[src/shared/dram_seq_pkg.sv]
// constants and types for the dram access and refresh sequencer
package dram_seq_pkg;
	localparam int ADDR_W     = 8;
	localparam int RFSH_LONG  = 4;
	localparam int RFSH_SHORT = 3;
	localparam logic [2:0] RFSH_CNT_ZERO = 3'h0;
	localparam logic [2:0] RFSH_CNT_ONE  = 3'h1;
	// mux selects for the memory address outputs
	typedef enum logic [1:0] {
		sel_row  = 2'h0,
		sel_col  = 2'h1,
		sel_rfsh = 2'h3
	} addr_sel_t;
	// gray coded refresh sequence
	typedef enum logic [1:0] {
		rf_idle = 2'h0,
		rf_addr = 2'h1,
		rf_ras  = 2'h3,
		rf_end  = 2'h2
	} rfsh_state_t;
endpackage : dram_seq_pkg

[src/verilog/refresh_addr_counter.sv]
// refresh row address counter
`timescale 1ns/1ps
module refresh_addr_counter #(
	parameter int WIDTH = 8
) (
	// clock and reset
	input  wire logic             clk,
	input  wire logic             resetn,
	// advance after each refresh
	input  wire logic             step,
	output logic      [WIDTH-1:0] row
);
	if (WIDTH < 1 || WIDTH > 16) begin : g_width_check
		$error("refresh_addr_counter: WIDTH out of range");
	end

	always_ff @(posedge clk) begin
		if (!resetn) begin
			row <= '0;
		end else if (step) begin
			row <= row + WIDTH'(1);
		end
	end
endmodule : refresh_addr_counter

[src/verilog/dram_access_refresh_sequencer.sv]
// dram access and refresh sequencer, both clock edges used
`timescale 1ns/1ps
module dram_access_refresh_sequencer #(
	parameter int ADDR_W = dram_seq_pkg::ADDR_W
) (
	// clock and reset
	input  wire logic                clk,
	input  wire logic                resetn,
	// host access
	input  wire logic                latch_strobe,
	input  wire logic                access_strobe_n,
	input  wire logic [ADDR_W-1:0]   row_addr,
	input  wire logic [ADDR_W-1:0]   col_addr,
	output logic                     ready,
	// static configuration
	input  wire logic                wait_state_option,
	input  wire logic                four_cycle_refresh,
	// refresh timer and request line
	input  wire logic                refresh_tick,
	input  wire logic                refresh_request_line_in,
	output logic                     refresh_request_line_out,
	output logic                     refresh_request_line_oe,
	// memory side
	output logic [ADDR_W-1:0]        mem_addr_out,
	output logic                     ras_n,
	output logic                     cas_n
);
	// wider addresses would need a wider refresh counter; refused at elaboration
	if (ADDR_W < 1 || ADDR_W > 16) begin : g_addr_w_check
		$error("dram_access_refresh_sequencer: ADDR_W out of range");
	end

	// ------------------------------------------------------------
	// configuration capture
	// ------------------------------------------------------------
	// options latched once after reset; later changes are ignored
	logic cfg_wait;
	logic cfg_four;
	logic cfg_taken;

	always_ff @(posedge clk) begin
		if (!resetn) begin
			cfg_taken <= 1'b0;
			cfg_wait  <= 1'b0;
			cfg_four  <= 1'b0;
		end else if (!cfg_taken) begin
			cfg_taken <= 1'b1;
			cfg_wait  <= wait_state_option;
			cfg_four  <= four_cycle_refresh;
		end
	end

	// ------------------------------------------------------------
	// host strobe history
	// ------------------------------------------------------------
	logic latch_q;
	logic acx_q;
	logic latch_fall;
	logic latch_rise;
	logic acx_fall;
	logic acx_rise;

	always_ff @(posedge clk) begin
		if (!resetn) begin
			latch_q <= 1'b1;
			acx_q   <= 1'b1;
		end else begin
			latch_q <= latch_strobe;
			acx_q   <= access_strobe_n;
		end
	end

	assign latch_fall = latch_q && !latch_strobe;
	assign latch_rise = !latch_q && latch_strobe;
	assign acx_fall   = acx_q && !access_strobe_n;
	assign acx_rise   = !acx_q && access_strobe_n;

	// ------------------------------------------------------------
	// falling edge: arbitration sample
	// ------------------------------------------------------------
	// the falling edge only samples here; cas_neg, rf_release_neg and rf_addr_neg are the other falling-edge state
	logic neg_latch_low;
	logic neg_req_low;
	logic neg_acx_low;

	always_ff @(negedge clk) begin
		if (!resetn) begin
			neg_latch_low <= 1'b0;
			neg_req_low   <= 1'b0;
			neg_acx_low   <= 1'b0;
		end else begin
			neg_latch_low <= !latch_strobe;
			neg_req_low   <= !refresh_request_line_in;
			neg_acx_low   <= !access_strobe_n;
		end
	end

	// ------------------------------------------------------------
	// refresh request line
	// ------------------------------------------------------------
	logic        req_drive;
	logic        rf_busy;
	dram_seq_pkg::rfsh_state_t rf_state;
	logic [2:0]  rf_cnt;
	logic        rf_done;
	logic        rf_release_neg;

	// external low is picked up and held by our own drive
	always_ff @(posedge clk) begin
		if (!resetn) begin
			req_drive <= 1'b0;
		end else if (rf_done && cfg_four) begin
			req_drive <= 1'b0;
		end else if (refresh_tick || !refresh_request_line_in) begin
			req_drive <= 1'b1;
		end else if (rf_done) begin
			req_drive <= 1'b0;
		end
	end

	// three-cycle mode lets go on the falling edge closing the refresh
	always_ff @(negedge clk) begin
		if (!resetn) begin
			rf_release_neg <= 1'b0;
		end else begin
			rf_release_neg <= (rf_state == dram_seq_pkg::rf_end) && !cfg_four;
		end
	end

	assign refresh_request_line_out = 1'b0;
	assign refresh_request_line_oe  = req_drive && !rf_release_neg;
	assign rf_busy                  = (rf_state != dram_seq_pkg::rf_idle);

	// ------------------------------------------------------------
	// access state
	// ------------------------------------------------------------
	logic pending;
	logic granted;
	logic acc_ras;
	logic acc_cas;
	logic grant_ras_q;
	logic grant_late;
	logic cas_neg;
	logic col_phase;
	logic grant_now;
	logic rfsh_win;

	// arbitration result as seen from the last falling edge
	assign rfsh_win  = neg_req_low && !acc_ras && rf_state == dram_seq_pkg::rf_idle
		&& !(neg_latch_low && !pending);
	assign grant_now = pending && !rf_busy && !rfsh_win;

	always_ff @(posedge clk) begin
		if (!resetn) begin
			pending <= 1'b0;
		end else if (latch_rise && !acc_ras) begin
			pending <= 1'b0;
		end else if (grant_now) begin
			pending <= 1'b0;
		end else if (latch_fall && (rf_busy || rfsh_win)) begin
			pending <= 1'b1;
		end
	end

	always_ff @(posedge clk) begin
		if (!resetn) begin
			acc_ras    <= 1'b0;
			granted    <= 1'b0;
			grant_late <= 1'b0;
		end else if (acx_rise || (latch_rise && !granted && access_strobe_n)) begin
			acc_ras <= 1'b0;
			granted <= 1'b0;
		end else if (grant_now) begin
			acc_ras    <= 1'b1;
			granted    <= 1'b1;
			grant_late <= access_strobe_n;
		end else if (latch_fall && !rf_busy && !rfsh_win) begin
			acc_ras <= 1'b1;
		end
	end

	always_ff @(posedge clk) begin
		if (!resetn) begin
			grant_ras_q <= 1'b0;
		end else begin
			grant_ras_q <= grant_now;
		end
	end

	// column strobe: access strobe low, grant path honours edge choice
	always_ff @(posedge clk) begin
		if (!resetn) begin
			col_phase <= 1'b0;
			acc_cas   <= 1'b0;
		end else if (access_strobe_n || !acc_ras) begin
			col_phase <= 1'b0;
			acc_cas   <= 1'b0;
		end else if (!col_phase) begin
			col_phase <= 1'b1;
		end else if (!granted || !grant_late) begin
			acc_cas <= 1'b1;
		end
	end

	always_ff @(negedge clk) begin
		if (!resetn) begin
			cas_neg <= 1'b0;
		end else begin
			cas_neg <= granted && grant_late && col_phase && neg_acx_low;
		end
	end

	// ------------------------------------------------------------
	// ready / wait
	// ------------------------------------------------------------
	logic wait_hold;

	always_ff @(posedge clk) begin
		if (!resetn) begin
			wait_hold <= 1'b0;
		end else if (latch_fall && (cfg_wait || rf_busy || rfsh_win)) begin
			wait_hold <= 1'b1;
		end else if (granted || pending) begin
			if (!cfg_wait && grant_now) begin
				wait_hold <= 1'b0;
			end else if (cfg_wait && grant_ras_q && !access_strobe_n) begin
				wait_hold <= 1'b0;
			end
		end else if (cfg_wait && !access_strobe_n) begin
			wait_hold <= 1'b0;
		end else if (latch_rise) begin
			wait_hold <= 1'b0;
		end
	end

	// released only by the rising-edge register above
	assign ready = !wait_hold;

	// ------------------------------------------------------------
	// refresh sequence
	// ------------------------------------------------------------
	logic rf_start;
	assign rf_start = rfsh_win && !pending;

	always_ff @(posedge clk) begin
		if (!resetn) begin
			rf_state <= dram_seq_pkg::rf_idle;
			rf_cnt   <= dram_seq_pkg::RFSH_CNT_ZERO;
		end else begin
			case (rf_state)
				dram_seq_pkg::rf_idle: begin
					if (rf_start) begin
						rf_state <= dram_seq_pkg::rf_addr;
					end
				end
				dram_seq_pkg::rf_addr: begin
					rf_state <= dram_seq_pkg::rf_ras;
					rf_cnt   <= cfg_four ? 3'(dram_seq_pkg::RFSH_LONG - 2)
						: 3'(dram_seq_pkg::RFSH_SHORT - 2);
				end
				dram_seq_pkg::rf_ras: begin
					if (rf_cnt == dram_seq_pkg::RFSH_CNT_ONE) begin
						rf_state <= dram_seq_pkg::rf_end;
					end
					rf_cnt <= rf_cnt - 3'h1;
				end
				dram_seq_pkg::rf_end: begin
					rf_state <= dram_seq_pkg::rf_idle;
				end
				default: begin
					rf_state <= dram_seq_pkg::rf_idle;
				end
			endcase
		end
	end

	assign rf_done = (rf_state == dram_seq_pkg::rf_end);

	// ------------------------------------------------------------
	// address mux and strobes
	// ------------------------------------------------------------
	logic [ADDR_W-1:0] rf_row;
	logic              rf_addr_neg;

	refresh_addr_counter #(
		.WIDTH (ADDR_W)
	) u_rf_counter (
		.clk    (clk),
		.resetn (resetn),
		.step   (rf_done),
		.row    (rf_row)
	);

	// falling-edge copy of the refresh state holds the refresh address through the row strobe
	always_ff @(negedge clk) begin
		if (!resetn) begin
			rf_addr_neg <= 1'b0;
		end else begin
			rf_addr_neg <= (rf_state == dram_seq_pkg::rf_addr)
				|| (rf_state == dram_seq_pkg::rf_ras);
		end
	end

	always_ff @(posedge clk) begin
		if (!resetn) begin
			mem_addr_out <= '0;
		// refresh row goes out at the win, one clock cycle ahead of the refresh row strobe
		end else if (rf_start || rf_addr_neg || rf_state == dram_seq_pkg::rf_addr) begin
			mem_addr_out <= rf_row;
		end else if (col_phase || (!access_strobe_n && acc_ras)) begin
			mem_addr_out <= col_addr;
		end else begin
			mem_addr_out <= row_addr;
		end
	end

	assign ras_n = !(acc_ras || rf_state == dram_seq_pkg::rf_ras);
	assign cas_n = !(acc_cas || cas_neg);
endmodule : dram_access_refresh_sequencer

[config.mk]
export PLATFORM = sky130hd
export DESIGN_NAME = dram_access_refresh_sequencer
export DESIGN_NICKNAME = d
export VERILOG_FILES = /design/src/shared/dram_seq_pkg.sv /design/src/verilog/refresh_addr_counter.sv /design/src/verilog/dram_access_refresh_sequencer.sv
export SDC_FILE = /design/constraint.sdc
export NUM_CORES = 1
export LEC_CHECK = 0
export ABC_AREA = 1
export ABC_CLOCK_PERIOD_IN_PS = 1380
export BUFFER_PORTS_ARGS = -buffer_cell sky130_fd_sc_hd__buf_2
export CORE_ASPECT_RATIO = 0.75
export CORE_UTILIZATION = 48
export DETAILED_ROUTE_END_ITERATION = 10
export PLACE_DENSITY_LB_ADDON = 0.12
export REMOVE_ABC_BUFFERS = 1
export SETUP_SLACK_MARGIN = 0.1
export SLEW_MARGIN = 20
export SYNTH_ARGS = -nofsm -noshare
export SYNTH_HDL_FRONTEND = slang
export SYNTH_HIERARCHICAL = 1
export SYNTH_SLANG_ARGS = --single-unit
[constraint.sdc]
create_clock -name clk -period 1.38 [get_ports clk]
set_input_delay 0.276 -clock clk [delete_from_list [all_inputs] [get_ports clk]]
set_output_delay 0.276 -clock clk [all_outputs]
set_load 0.01 [all_outputs]
==> metrics.txt <==
RSZ-0062 raised after global routing true; # port buffers 35; RePlAce Congestion ~0.8; multi-input combinational cell area a little under 900 um2; critical path fanouts, max 8; crit path kind reg -> reg; Final Hold Viols 0; Die X ~73 um; core area roughly 3400 um2; Root Driver clkbuf_8; result of the run complete, but fails checks; Final Slew Violations 0; Final Power approximately 2.7 mW; slowest CP cell dfxtp_2; Netlist cell types 28; clk buf depth 2; register share of total power 48.2%; TritonCTS buffer count 5; share of post-route cells with drive strength above 1 34.3%; IO Count 37; Clock power frac between 30 and 40%; top cell type's share of synthesized area roughly 46%; hpwl dp between 2000 and 3000 um; gr usage total between 20 and 25%; Final Instance Area 2400 um2; Synth Instances 240; DRC 0; ant diodes 0; Starting Density 52.3%; PwrDens 1130 nW/um2; first-pass GRT wire length roughly 6400 um; final worst slack -429 ps; FP Rows 18; Reg area around 830 um2; WHS 184 ps; Worst Hold End req_drive$_SDFFE_PP0P_; Int Pwr about 1.9 mW; vias in the first global route about 1400; Vias about 1700; sw power slightly below 0.8 mW; reg-to-reg slack, setup -430 ps; fill count a little under 300; Reg clk slew, reported paths 80 ps; post-placement cell area around 2100 um2; Yosys top cell by area dfxtp_1; Final Setup Violations 17; Startpoint Class register; initial antenna violation count 0; die area about 4000 um2; crit path DAT a little over 2000 ps; Sw Ratio 28.8%; hold path startpoint refresh_request_line_in; DR vias/cell 4.77; synthesized area per cell between 7 and 8 um2; Synth Register Bits 41; ranking of synthesized cells by area dfxtp_1, nand2_1, nor2_1; Leakage roughly 1.2 nW; Hold Crit Depth 2; largest net degree at the start of global routing 20; Yosys warning count 6; global route total overflow 0; Register-to-Register Path Depth 6; drt pass-1 iters 4; combinational power share ~20%; antenna viol nets, final 0; Tightest Hold Check Type in -> reg; CP cell instances inv_2 > nor2_4 > nand4_4 > nand2_4 > o21ai_1 > nor2_1; CTS tree built; H-tree depth 2; routed length per instance around 11 um; CTS sink cnt 41; WL final between 4000 and 5000 um; starting DRC count in detailed routing between 60 and 70; register area share after synthesis 45.9%; r2r startpoint neg_req_low$_SDFF_NN0_; worst-skew pair later-pin latency 350 ps; WP data required 1600 ps; crit end category register; Layout area overhead 34.1%; failing checks setup timing; maximum vdd drop approximately 600 uV; max_cap viols 0; nets 338; worst flop-to-flop path endpoint mem_addr_out[5]$_SDFF_PN0_; Clock Skew 64.7 ps; Post-Syn Area between 1500 and 2000 um2; slowest stage delay, CP between 300 and 400 ps; height of the die approximately 55 um
Yosys cell counts, drive strengths merged:
cell type and n:
nand2 52, dfxtp 41, nor2 36, inv 31
a21oi 22, o21ai 19, nand3 16, a31oi 4
buf 4, ha 3, clkinv 2, nand4 2
nor3 2, or2 2, clkbuf 1, conb 1
o211ai 1, o22ai 1
cell families after synthesis:
group / share of synthesized area [%]
DFF: 45.9
other: 0.210
AOI/OAI and AO/OA: 13.6
adders and majority gates: 2.10
and+or+nand+nor: 28.6
buffers and inverters: 9.58
per-layer routing:
metal / share of wire (%) / wire length, um / global-route usage, %
met1: 51 / 2120 / 29.3
met2: 43 / 1760 / 35.4
met3: 5.3 / 220 / 6.26
met4: 0.75 / 31 / 5.88
met5: 0 / 0 / 0
worst max-delay path by stage:
stage / from / to / slack [ps] / cells after the start
after CTS: rf_release_neg$_SDFF_NN0_ / refresh_request_line_oe / -430 / 2
final: neg_req_low$_SDFF_NN0_ / mem_addr_out[5]$_SDFF_PN0_ / -430 / 6
after detailed placement: neg_req_low$_SDFF_NN0_ / mem_addr_out[2]$_SDFF_PN0_ / -470 / 6
after floorplan: rf_state[1]$_SDFFE_PN0P_ / rf_release_neg$_SDFF_NN0_ / -350 / 4
after global routing: neg_req_low$_SDFF_NN0_ / mem_addr_out[2]$_SDFF_PN0_ / -490 / 6
after global placement: neg_req_low$_SDFF_NN0_ / mem_addr_out[7]$_SDFF_PN0_ / -430 / 5
layout by cell type, fill, tap and decap left out, types with 2 or more instances in the layout:
cell / instances
buf_6: 3
ha_1: 3
buf_4: 25
nor2_1: 28
dfxtp_2: 4
inv_2: 8
o21ai_1: 7
nand2_1: 46
o21ai_0: 9
clkinv_1: 2
buf_2: 35
nand2_2: 2
nor2_4: 5
nand2_4: 3
a21oi_1: 21
nand3_1: 15
inv_1: 27
dfxtp_1: 36
clkbuf_1: 2
clkbuf_8: 6
nor2_2: 3
o21ai_2: 3
a31oi_1: 4
power groups by stage:
stage / combinational (mW) / sequential, mW / clock, mW
after floorplan: 0.253 / 1.35 / 0.0314
after global placement: 0.458 / 1.33 / 0.0314
after detailed placement: 0.465 / 1.33 / 0.0314
after CTS: 0.514 / 1.31 / 0.878
after global routing: 0.595 / 1.32 / 0.952
final: 0.531 / 1.31 / 0.876
area by class of cell:
| cell class | instances | share of cell area (%) |
|---|---|---|
| Clock inverter | 6 | 0.939 |
| Inverter | 32 | 5.11 |
| Multi-Input combinational cell | 162 | 36.5 |
| Clock buffer | 8 | 3.76 |
| Tap cell | 50 | 2.61 |
| Timing Repair Buffer | 63 | 16.5 |
| Sequential cell | 41 | 34.6 |
state kept, by name (all words and copies together) (netlist names), 2 cells and up:
register	flops
rf_cnt	3
rf_state	2
u_rf_counter/row	8
mem_addr_out	8
per-stage QoR:
step / cells / setup TNS [ps] / util [%] / worst slack, ps
4_1_cts: 357 / -5870 / 67.9 / -426
2_1_floorplan: 235 / -4940 / - / -354
6_report: 362 / -6050 / 70.1 / -429
5_1_grt: 362 / -7110 / 70.1 / -495
3_5_place_dp: 335 / -6870 / 61.1 / -465
3_3_place_gp: 335 / -6520 / 61.1 / -426
critical path: cells and delay by family, from the launching register on:
family,cells,cell delay [ps]
AND/OR/NAND/NOR,4,560
flip-flops,1,310
buffers and inverters,1,40
AO/OA/AOI/OAI,1,100
what timing repair did:
action                     CTS  global route
gates cloned                 1             0
setup endpoints to repair   20            25
resized for setup           20            15
buffers inserted             8             6
pin swaps                   10             6
hold buffers                 0             0
(Power assumes the default switching activity.)
